**src/btc_params.svh**
```systemverilog
// offsets, field values and timing figures for the batch/total counter block
`ifndef BTC_PARAMS_SVH
`define BTC_PARAMS_SVH

`define BTC_TOT_FIRST 8'h09
`define BTC_TOT_LAST 8'h0c
`define BTC_BAT_FIRST 8'h0d
`define BTC_BAT_LAST 8'h0f
`define BTC_ZERO_WORD 16'h0000
`define BTC_COEF_FRAC_DIGITS 3'h6
`define BTC_CLK_NS 64'd25
`define BTC_LEVEL_MIN_NS 64'd5000000
`define BTC_STEP_SEC_NS 64'd100000000
`define BTC_STEP_MIN_NS 64'd6000000000

`endif

```
**src/btc_pkg.sv**
```systemverilog
// types shared by the batch/total counter block
package btc_pkg;
  typedef enum logic [1:0] {MENU_IDLE, MENU_ASK_BATCH, MENU_ASK_TOTAL} btc_menu_t;
  typedef enum logic [1:0] {
    INPUT_ACTION_OFF, ACT_TOTAL_ZERO, ACT_BATCH_ZERO, ACT_INHIBIT
  } btc_action_t;
  typedef enum logic [1:0] {
    TRIG_HIGH, TRIG_LOW, RISING_EDGE_TRIGGER, FALLING_EDGE_TRIGGER
  } btc_trig_t;
  typedef struct packed {
    logic stb;
    logic [7:0] addr;
    logic [15:0] data;
  } btc_reg_wr_t;
  typedef struct packed {
    logic [19:0] scaleFactor;
    logic [2:0] scaleDp;
    logic [1:0] prec;
    logic kiloUnits;
    logic buttonZeroAllow;
  } btc_cnt_cfg_t;
  typedef struct packed {
    logic [1:0] prec;
    logic kiloUnits;
  } btc_disp_t;
  typedef struct packed {
    logic syncA;
    logic syncB;
    logic prevB;
    logic [31:0] holdCnt;
    logic stableHigh;
    logic stableLow;
    logic rise;
    logic fall;
  } btc_qual_st_t;
  typedef struct packed {
    logic [63:0] totalAcc;
    logic [47:0] batchAcc;
    btc_menu_t menu;
    logic prompt;
    logic batching;
    logic batchStart;
    logic inhToggle;
    logic arWait;
    logic [15:0] arCnt;
    logic [31:0] preCnt;
    logic [15:0] rdData;
    btc_disp_t batchDisp;
    btc_disp_t totalDisp;
  } btc_state_t;
endpackage : btc_pkg

```
**src/btc_batch_total_ctrl.sv**
```systemverilog
// batch and total flow counter control
`timescale 1ns/1ps
`include "btc_params.svh"
module btc_batch_total_ctrl
  import btc_pkg::*;
#(
  parameter int unsigned LEVEL_MIN_CYCLES =
    32'((`BTC_LEVEL_MIN_NS + `BTC_CLK_NS - 64'd1) / `BTC_CLK_NS),
  parameter int unsigned STEP_SEC_CYCLES = 32'(`BTC_STEP_SEC_NS / `BTC_CLK_NS),
  parameter int unsigned STEP_MIN_CYCLES = 32'(`BTC_STEP_MIN_NS / `BTC_CLK_NS)
) (
  input wire logic core_clk,
  input wire logic nrst,
  input wire logic flowValid,
  input wire logic [15:0] flowValue,
  input wire logic belowCutoff,
  input wire btc_cnt_cfg_t batchCfg,
  input wire btc_cnt_cfg_t totalCfg,
  input wire btc_reg_wr_t regWr,
  input wire logic [7:0] regRdAddr,
  input wire logic batchZeroAction,
  input wire logic totalZeroAction,
  input wire logic enterKey,
  input wire logic cancelKey,
  input wire logic sumButton,
  input wire logic autoRestartEnable,
  input wire logic autoRestartMinutes,
  input wire logic [15:0] autoRestartDelay,
  input wire logic batchDone,
  input wire logic progIn,
  input wire btc_action_t inputAction,
  input wire btc_trig_t trigMode,
  output logic [63:0] totalCount,
  output logic [47:0] batchCount,
  output logic [15:0] regRdData,
  output logic confirmPrompt,
  output logic batching,
  output logic batchStart,
  output btc_disp_t batchDisp,
  output btc_disp_t totalDisp
);
  btc_state_t s;
  btc_state_t next_s;
  logic stableHigh;
  logic stableLow;
  logic rise;
  logic fall;
  logic levelMode;
  logic levelAct;
  logic edgeAct;
  logic halted;
  logic clrTotal;
  logic clrBatch;
  logic arFire;
  logic batLevel;
  logic batEdge;
  logic [63:0] totStep;

  // ****************************************
  // helpers
  // ****************************************
  function automatic logic [19:0] pow10(input logic [2:0] e);
    case (e)
      3'h0: pow10 = 20'h1;
      3'h1: pow10 = 20'ha;
      3'h2: pow10 = 20'h64;
      3'h3: pow10 = 20'h3e8;
      3'h4: pow10 = 20'h2710;
      3'h5: pow10 = 20'h186a0;
      default: pow10 = 20'hf4240;
    endcase
  endfunction : pow10

  // step in millionths of a counter unit, so up to six coefficient decimals fit
  function automatic logic [63:0] scaleStep(input logic [15:0] flow,
                                            input btc_cnt_cfg_t c);
    logic [2:0] dp;
    dp = (c.scaleDp > `BTC_COEF_FRAC_DIGITS) ? `BTC_COEF_FRAC_DIGITS : c.scaleDp;
    scaleStep = 64'(flow) * 64'(c.scaleFactor) * 64'(pow10(`BTC_COEF_FRAC_DIGITS - dp));
  endfunction : scaleStep

  function automatic logic inRange(input logic [7:0] a, input logic [7:0] lo,
                                   input logic [7:0] hi);
    inRange = (a >= lo) && (a <= hi);
  endfunction : inRange

  // prescaler reload for one 0.1 step of the autoreset delay
  function automatic logic [31:0] stepLoad(input logic minutes);
    stepLoad = (minutes ? STEP_MIN_CYCLES : STEP_SEC_CYCLES) - 32'h1;
  endfunction : stepLoad

  btc_input_qualify #(
    .LEVEL_MIN_CYCLES(LEVEL_MIN_CYCLES)
  ) u_qualify (
    .core_clk(core_clk),
    .nrst(nrst),
    .progIn(progIn),
    .stableHigh(stableHigh),
    .stableLow(stableLow),
    .rise(rise),
    .fall(fall)
  );

  // ****************************************
  // next state
  // ****************************************
  always_comb begin
    next_s = s;
    levelMode = (trigMode == TRIG_HIGH) || (trigMode == TRIG_LOW);
    levelAct = levelMode && ((trigMode == TRIG_HIGH) ? stableHigh : stableLow);
    edgeAct = ((trigMode == RISING_EDGE_TRIGGER) && rise)
      || ((trigMode == FALLING_EDGE_TRIGGER) && fall);
    batLevel = (inputAction == ACT_BATCH_ZERO) && levelAct;
    batEdge = (inputAction == ACT_BATCH_ZERO) && edgeAct;
    if (inputAction != ACT_INHIBIT || levelMode) begin
      next_s.inhToggle = 1'b0;
    end else if (edgeAct) begin
      next_s.inhToggle = !s.inhToggle;
    end
    halted = ((inputAction == ACT_INHIBIT) && levelAct) || s.inhToggle;
    totStep = (flowValid && !halted && !belowCutoff) ? scaleStep(flowValue, totalCfg) : 64'h0;

    // autoreset delay: prescaler per 0.1 step, then step count
    arFire = 1'b0;
    if (!autoRestartEnable) begin
      next_s.arWait = 1'b0;
    end else if (batchDone && !s.arWait) begin
      next_s.arWait = 1'b1;
      next_s.arCnt = autoRestartDelay;
      next_s.preCnt = stepLoad(autoRestartMinutes);
    end else if (s.arWait) begin
      if (s.preCnt != 32'h0) begin
        next_s.preCnt = s.preCnt - 32'h1;
      end else if (s.arCnt != 16'h0) begin
        next_s.arCnt = s.arCnt - 16'h1;
        next_s.preCnt = stepLoad(autoRestartMinutes);
      end else begin
        arFire = 1'b1;
        next_s.arWait = 1'b0;
      end
    end

    clrTotal = regWr.stb && (regWr.data == `BTC_ZERO_WORD)
      && inRange(regWr.addr, `BTC_TOT_FIRST, `BTC_TOT_LAST);
    clrBatch = regWr.stb && (regWr.data == `BTC_ZERO_WORD)
      && inRange(regWr.addr, `BTC_BAT_FIRST, `BTC_BAT_LAST);
    clrTotal = clrTotal || (sumButton && totalCfg.buttonZeroAllow);
    clrBatch = clrBatch || (sumButton && batchCfg.buttonZeroAllow);
    clrTotal = clrTotal || ((inputAction == ACT_TOTAL_ZERO) && (levelAct || edgeAct));
    clrBatch = clrBatch || batLevel || batEdge || arFire;

    // menu confirmation; a new request while asking is ignored
    next_s.prompt = 1'b0;
    case (s.menu)
      MENU_IDLE: begin
        if (batchZeroAction) begin
          next_s.menu = MENU_ASK_BATCH;
        end else if (totalZeroAction) begin
          next_s.menu = MENU_ASK_TOTAL;
        end
      end
      MENU_ASK_BATCH: begin
        if (enterKey) begin
          clrBatch = 1'b1;
          next_s.menu = MENU_IDLE;
        end else if (cancelKey) begin
          next_s.menu = MENU_IDLE;
        end
      end
      MENU_ASK_TOTAL: begin
        if (enterKey) begin
          clrTotal = 1'b1;
          next_s.menu = MENU_IDLE;
        end else if (cancelKey) begin
          next_s.menu = MENU_IDLE;
        end
      end
      default: begin
        next_s.menu = MENU_IDLE;
      end
    endcase
    next_s.prompt = (next_s.menu != MENU_IDLE);

    if (batLevel) begin
      next_s.batching = 1'b0;
    end else if (batEdge || arFire || ((inputAction == ACT_BATCH_ZERO) && levelMode)) begin
      next_s.batching = 1'b1;
    end
    next_s.batchStart = next_s.batching && (!s.batching || batEdge || arFire);

    next_s.totalAcc = s.totalAcc + totStep;
    if (flowValid && !halted) begin
      if (s.batching) begin
        next_s.batchAcc = 48'(s.batchAcc + 48'(scaleStep(flowValue, batchCfg)));
      end
    end
    // a clear in the same cycle as a flow step wins: the counter restarts at zero
    if (clrTotal) begin
      next_s.totalAcc = '0;
    end
    if (clrBatch) begin
      next_s.batchAcc = '0;
    end

    // total scale decimals feed only the total step, never the total display
    next_s.totalDisp = '{prec: totalCfg.prec, kiloUnits: totalCfg.kiloUnits};
    next_s.batchDisp = '{prec: batchCfg.prec, kiloUnits: batchCfg.kiloUnits};

    case (regRdAddr)
      `BTC_TOT_FIRST: next_s.rdData = s.totalAcc[15:0];
      `BTC_TOT_FIRST + 8'h1: next_s.rdData = s.totalAcc[31:16];
      `BTC_TOT_FIRST + 8'h2: next_s.rdData = s.totalAcc[47:32];
      `BTC_TOT_LAST: next_s.rdData = s.totalAcc[63:48];
      `BTC_BAT_FIRST: next_s.rdData = s.batchAcc[15:0];
      `BTC_BAT_FIRST + 8'h1: next_s.rdData = s.batchAcc[31:16];
      `BTC_BAT_LAST: next_s.rdData = s.batchAcc[47:32];
      default: next_s.rdData = 16'h0000;
    endcase
  end

  always_ff @(posedge core_clk) begin
    if (!nrst) begin
      s <= '{menu: MENU_IDLE, batching: 1'b1, default: '0};
    end else begin
      s <= next_s;
    end
  end

  assign totalCount = s.totalAcc;
  assign batchCount = s.batchAcc;
  assign regRdData = s.rdData;
  assign confirmPrompt = s.prompt;
  assign batching = s.batching;
  assign batchStart = s.batchStart;
  assign batchDisp = s.batchDisp;
  assign totalDisp = s.totalDisp;
endmodule : btc_batch_total_ctrl

```
**src/btc_input_qualify.sv**
```systemverilog
// programmable input synchroniser, edge detector and level persistence filter
`timescale 1ns/1ps
module btc_input_qualify
  import btc_pkg::*;
#(
  parameter int unsigned LEVEL_MIN_CYCLES = 200000
) (
  input wire logic core_clk,
  input wire logic nrst,
  input wire logic progIn,
  output logic stableHigh,
  output logic stableLow,
  output logic rise,
  output logic fall
);
  btc_qual_st_t s;
  btc_qual_st_t next_s;

  // ****************************************
  // next state
  // ****************************************
  always_comb begin
    next_s = s;
    next_s.syncA = progIn;
    next_s.syncB = s.syncA;
    next_s.prevB = s.syncB;
    if (s.syncB != s.prevB) begin
      next_s.holdCnt = '0;
    end else if (s.holdCnt < LEVEL_MIN_CYCLES) begin
      next_s.holdCnt = s.holdCnt + 32'h1;
    end
    // only a level that outlived the minimum counts as active
    next_s.stableHigh = (s.syncB == s.prevB) && (next_s.holdCnt >= LEVEL_MIN_CYCLES)
      && s.syncB;
    next_s.stableLow = (s.syncB == s.prevB) && (next_s.holdCnt >= LEVEL_MIN_CYCLES)
      && !s.syncB;
    next_s.rise = s.syncB && !s.prevB;
    next_s.fall = !s.syncB && s.prevB;
  end

  always_ff @(posedge core_clk) begin
    if (!nrst) begin
      s <= '0;
    end else begin
      s <= next_s;
    end
  end

  assign stableHigh = s.stableHigh;
  assign stableLow = s.stableLow;
  assign rise = s.rise;
  assign fall = s.fall;
endmodule : btc_input_qualify

```
**config.mk**
```make
export PLATFORM = sky130hd
export DESIGN_NAME = btc_batch_total_ctrl
export DESIGN_NICKNAME = d
export VERILOG_FILES = /design/src/btc_pkg.sv /design/src/btc_batch_total_ctrl.sv /design/src/btc_input_qualify.sv
export VERILOG_INCLUDE_DIRS = /design/src /design/src/src
export SDC_FILE = /design/constraint.sdc
export NUM_CORES = 2
export LEC_CHECK = 0
export ABC_AREA = 1
export BUFFER_PORTS_ARGS = -buffer_cell sky130_fd_sc_hd__buf_4
export CAP_MARGIN = 20
export CORE_MARGIN = 1.5
export CORE_UTILIZATION = 45
export CTS_CLUSTER_DIAMETER = 200
export CTS_CLUSTER_SIZE = 8
export DETAILED_ROUTE_END_ITERATION = 10
export REMOVE_ABC_BUFFERS = 1
export SYNTH_ARGS = -nofsm -noshare
export SYNTH_HDL_FRONTEND = slang
export SYNTH_SLANG_ARGS = --single-unit
```
**constraint.sdc**
```tcl
create_clock -name core_clk -period 15.5 [get_ports core_clk]
set_clock_uncertainty 0.2 [all_clocks]
set_input_delay 3.1 -clock core_clk [delete_from_list [all_inputs] [get_ports core_clk]]
set_output_delay 3.1 -clock core_clk [all_outputs]
set_load 0.02 [all_outputs]
```
After elaboration in Yosys (flattened, before gate mapping)
Cells that the tools add are included.
Widths: inputs -> output; s select.
{"block": "totals", "out_inout_bits": 137, "reg_bits": 228}
{"block": "op_classes", "addsub": 8, "n_bitwise": 1, "order_cmp": 8, "reduce_logical": 65, "mul": 4, "muxes": 34, "eq_ne": 29}
{"cell": "$pmux 20 s6", "n": 2}
{"cell": "$pmux 16 s7", "n": 1}
{"cell": "$mux 49", "n": 2}
{"cell": "$mux 32", "n": 3}
{"cell": "$mul 16x20->36", "n": 2}
{"cell": "$add 64x56->64", "n": 1}
{"cell": "$eq 8x4->1 const B", "n": 7}
{"cell": "$mul 36x20->56", "n": 1}
{"cell": "$mux 56", "n": 1}
{"cell": "$add 48x48->48", "n": 1}
{"cell": "$mul 36x20->48", "n": 1}
{"cell": "$mux 48", "n": 1}
{"cell": "$mux 20", "n": 2}
{"cell": "$add 32x1->32 const B", "n": 1}
{"cell": "$ge 32x18->1 const B", "n": 1}
{"cell": "$lt 32x18->1 const B", "n": 1}
{"cell": "$reduce_bool 32->1", "n": 1}
{"cell": "$sub 32x1->32 const B", "n": 1}
{"cell": "$sub 28x1->29 const B", "n": 1}
{"cell": "$mux 28", "n": 1}
{"cell": "$logic_and 1x1->1", "n": 24}
{"cell": "$mux 17", "n": 1}
{"cell": "$ge 8x4->1 const B", "n": 2}
{"cell": "$le 8x4->1 const B", "n": 2}
{"cell": "other kinds (28)", "n": 88}

Logic depth before layout (Yosys ltp)
{"block": "logic_depth", "depth_word": 11, "depth_mapped": 77}

By module
From an unflattened synthesis, not the netlist that was laid out.
{"block": "hier_totals", "cells_unflattened": 10148, "hier_area_um2": 77608.2}
{"mod": "btc_batch_total_ctrl", "area_per_inst_um2": 75772.7, "instances": 1, "cells_each": 9878, "seq_area_each_um2": 3783.6}
{"mod": "btc_input_qualify", "area_per_inst_um2": 1835.5, "instances": 1, "cells_each": 270, "seq_area_each_um2": 780.7}

Least setup slack after synthesis
Ideal clock, no wire load.
{"block": "synth_path", "path_type": "input-to-reg", "start": "in totalCfg[18] in the netlist's numbering", "end": "reg s, in the netlist totalCount[63]", "cell_stages": 60, "t_arrival_ns": 15.145, "setup_ns": 0.115, "n_path_buf": 4, "slack_ns": 0.040, "cell_sequence": "clkbuf_1 -> clkbuf_1 -> nand2_1 -> fa_1 -> inv_1 -> fa_1 -> fa_1 -> fa_1 -> fa_1 -> inv_1 -> fa_1 -> inv_1 -> ha_1 -> a21oi_1 -> inv_1 -> a21oi_1 -> a21boi_0 -> o2111ai_1 -> [24 not listed] -> nand2_1 -> a31oi_1 -> inv_1 -> nand2_1 -> nand2_1 -> a21oi_1 -> nor2_1 -> nor2_1 -> ha_1 -> nand2_1 -> nor2_1 -> inv_1 -> nor4_1 -> nand2_1 -> nor2_1 -> a221oi_1 -> a21oi_1 -> nor2_1"}
{"block": "synth_between", "elab_chain_len": 4}
{"item": "start, declared", "line": "btc_batch_total_ctrl.sv:18", "text": "input wire btc_cnt_cfg_t totalCfg,"}
{"item": "$mul 16x20->36", "line": "btc_batch_total_ctrl.sv:79", "text": "scaleStep = 64'(flow) * 64'(c.scaleFactor) * 64'(pow10(`BTC_COEF_FRAC_DIGITS - dp));"}
{"item": "$mul 36x20->56", "line": "btc_batch_total_ctrl.sv:79"}
{"item": "$mux 56", "line": "btc_batch_total_ctrl.sv:121", "text": "totStep = (flowValid && !halted && !belowCutoff) ? scaleStep(flowValue, totalCfg) : 64'h0;"}
{"item": "$add 64x56->64", "line": "btc_batch_total_ctrl.sv:191", "text": "next_s.totalAcc = s.totalAcc + totStep;"}
{"item": "end signal, assigned", "line": "btc_batch_total_ctrl.sv:225", "text": "s <= next_s;"}
{"item": "end, declared", "line": "btc_batch_total_ctrl.sv:42", "text": "btc_state_t s;"}
No other way between the ends.
A chain may end at the register's enable or synchronous reset.

Worst setup path in the final report
{"block": "layout_path", "start": "in totalCfg[12] in the netlist's numbering", "end": "reg s, in the netlist totalCount[50]"}
Same word-level chain as after synthesis.

==> results.md <==
Outcome:
- The run finished with clean final reports.

Routing:
- Across all layers, the routed design uses 69.3k vias.
- The first-iteration detailed-routing DRC count is 5593.
- Using the TritonRoute via totals, the vias-per-cell ratio works out to approximately 5.1.
- The detailed-route wire length per cell is ~20 um.
- For this run, design rule violations remaining after detail routing come to 0.
- The iteration count of the initial detailed-routing pass is 6.
- The number of nets with antenna violations after routing is 0.
- The wire length after detailed routing is 269000 um.

Setup path:
- Measured in cells, the most critical reg-to-reg path has a length of 21.
- The worst register-to-register path begins at batchCount[35].
- The maximum single-stage delay on the critical path is approximately 0.55 ns.
- The setup path with the least slack is of type in2reg.
- The worst setup path is captured at a flip-flop.
- The highest fanout seen on the critical path is 10.
- STA classifies the critical path startpoint as a primary input.
- In this run the worst setup path begins at totalCfg[12].
- The library cell contributing the largest single delay on the critical path is fa_2.
- The endpoint of the worst register-to-register path is batchCount[45].
- Counting stages on the worst path, the most repeated cell is fa_1.
- For the worst setup path, the data required time is 15.73 ns.
- Setup slack on the worst reg-to-reg path comes out at 8.79 ns.
- The critical path ends at totalCount[50].
- The data arrival time of the critical path is 15.65 ns.

Placed design:
- The estimated wirelength of the detail-placed design is 230000 um.
- The routability congestion estimate from global placement is 1.00.
- The number of buffers inserted by port buffering is between 200 and 300.

Timing:
- Derived from the worst setup path, the maximum achievable clock frequency is 64.9 MHz.
- Setup repair after global routing could not meet its margin everywhere.
- The final period utilization is 0.995.
- The post-layout minimum cycle time is 15.42 ns.
- The final count of hold timing violations is 0.
- The pin slew with the least headroom to its limit is 1.19 ns.
- The normalized max-slew margin is 0.205.
- On the final layout, the worst hold slack is 0.218 ns.
- Setup violations remaining at the end of the flow were counted as 0.
- The number of max-slew violations in the final report is 0.

CTS:
- No sink is reached through more buffers than the 3 on the longest clock path.
- The quantity of hold-fixing buffers added after cts is 0.
- In this run the number of H-tree levels came out at 2.
- At the later pin of the worst-skew pair, clock insertion delay measures roughly 0.56 ns.
- The clock root buffer master is clkbuf_16.
- In this run, CTS created clock tree buffers numbering 34.
- Clock-pin slew was measured on the worst setup and hold paths at about 0.050 ns.
- The clock net in this run drives a total of approximately 230 sinks.
- TritonCTS built the clock tree.

Die:
- The initial utilization of the core area, before any placement, comes to 0.454.
- Measured along the x axis, the die boundary spans between 400 and 500 um.
- The vertical die dimension is 419 um.
- The placement row count is approximately 150.
- The total area inside the core boundary comes to 172000 um2.
- The die area is 176000 um2.
- The count of boundary I/O pins is 273.

Finish:
- The library cell used most frequently in the layout, excluding fill and tap cells, is inv_1.
- The area added between synthesis and finish is 19.1%.
- The share of final-layout standard cells stronger than drive strength 1 is 0.184.
- The filler cells instantiated in the layout total 16.6k.
- The number of diodes is 0.
- At the end of the flow, the number of nets in the layout was between 10k and 15k.
- The library cells used most frequently in the layout, excluding fill and tap cells, are 2861 x inv_1, 1756 x nand2_1, 1573 x fa_1.

Worst hold path:
- The path class of the tightest hold or removal check is reg2reg.

Synthesis:
- The Yosys step of the flow raised 0 warnings.
- Sorting the synthesized cells by area gives the leading types as fa_1 41%, inv_1 14%, ha_1 10%.
- The mean post-synth cell area is 7.57 um2.
- For this run, the register share of the synthesized area comes to 0.0585.
- The number of different library cells used by synthesis comes to 69.
- The fraction of synthesized cell area taken by the top area cell type is 0.409.
- For this run, asynchronously set or reset flops after synthesis account for 0.
- The number of flops mapped to enable cells by yosys is 0.
- After synthesis the cells add up to approximately 78000 um2.
- Synthesis handed over a netlist of 10.3k instances.
- The largest area contributor in the netlist is fa_1.
- For this run, the leading register cell type out of synthesis is dfxtp_1.
- The number of flip-flops and latches in the synthesized netlist is around 230.

Global route:
- The number of global-route vias before repair is 72.4k.
- Global routing finished with a remaining overflow of 0.
- The global-route wire length before repair is 421000 um.
- The total global-route track usage is 0.311.
- The number of antenna violations at the first check in global routing is 6.
- The pin count of the biggest net entering global routing is 62.

Run:
- Max-cap violations in this run came to 0.
stage by stage:
step | cell area [um2] | TNS (ns) | utilization | instances | worst slack, ns
after floorplan | 75800 | 0 | - | 9859 | 0.267
after global placement | 88000 | -26.58 | 0.512 | 13400 | -1.17
after detailed placement | 88000 | -27.43 | 0.512 | 13400 | -1.18
after CTS | 89600 | -0.0547 | 0.521 | 13400 | -0.0329
after global routing | 92900 | -6.47 | 0.540 | 13500 | -0.372
final | 92900 | 0 | 0.540 | 13500 | 0.0844
area by class of cell:
class / count / area (um2) / area share
tap: 2310 / 2890 / 0.0311
clock inverter: 4 / 92.6 / 0.000996
multi-input combinational: 6623 / 62600 / 0.674
inverter: 3008 / 11300 / 0.122
sequential: 228 / 4560 / 0.0491
clock buffer: 34 / 851 / 0.00916
timing repair buffer: 1334 / 10600 / 0.114
metal layers:
metal	vias to the layer above	GRT usage	wire, um
met5	-	0	45
met4	6	0.0835	8790
met3	416	0.0531	23100
met2	2775	0.489	121000
met1	34300	0.443	117000
li1	31800	-	-
state kept, by name (all words and copies together), names as in the netlist:
name                  cells
batchCount               48
u_qualify.stableLow       1
u_qualify.fall            1
u_qualify.next_s          2
s                        52
u_qualify.s              33
batching                  1
regRdData                16
batchDisp                 3
confirmPrompt             1
batchStart                1
totalCount               64
u_qualify.stableHigh      1
totalDisp                 3
u_qualify.rise            1
worst min-delay path by stage:
stage	from	end	slack, ns	cells after the start
6_report	u_qualify.next_s[37]	u_qualify.next_s[36]	0.22	2
5_1_grt	u_qualify.next_s[37]	u_qualify.next_s[36]	0.24	2
4_1_cts	u_qualify.s[26]	u_qualify.s[26]	0.23	2
3_5_place_dp	u_qualify.next_s[37]	u_qualify.next_s[36]	0.21	2
3_3_place_gp	u_qualify.next_s[37]	u_qualify.next_s[36]	0.19	2
2_1_floorplan	u_qualify.next_s[37]	u_qualify.next_s[36]	0.19	2
critical path: cells and delay by family:
family / cells / cell delay [ns]
AO/OA/AOI/OAI: 18 / 2.56
adder cells (fa/ha/maj): 16 / 7.38
buffers and inverters: 21 / 1.82
AND/OR/NAND/NOR: 11 / 0.76
repair_timing:
item,in CTS,in global routing
gates resized for setup,99,745
gates cloned,0,2
setup buffers,10,94
setup endpoints to repair,29,55
pin swaps,27,254
logic make-up after synthesis:
| logic type | share of synthesized area |
|---|---|
| AO/OA/AOI/OAI | 0.0764 |
| XOR/XNOR | 0.0149 |
| adder cells (fa/ha/maj) | 0.510 |
| buffers and inverters | 0.173 |
| flip-flops | 0.0585 |
| AND/OR/NAND/NOR | 0.166 |
synth_stat cells, types with 15 or more instances:
cell and instances:
nor3_1 63, a211oi_1 26, xor2_1 75, nand2_1 1849, a31oi_1 74, xnor2_1 50, buf_2 21, o21ai_1 23
or2_2 35, o22ai_1 15, clkbuf_1 278, o21ai_0 266, dfxtp_1 228, fa_1 1595, clkinv_1 20, nor2_1 996
inv_2 19, nand3_1 168, a21oi_1 425, nor4_1 20, inv_1 2969, o21a_1 40, o211ai_1 29, a21o_1 20
nor2_2 15, nand4_1 36, ha_1 630, buf_4 138
Power is not shown: default switching activity piles up to over one toggle a cycle in this logic, so the estimate is an artifact.
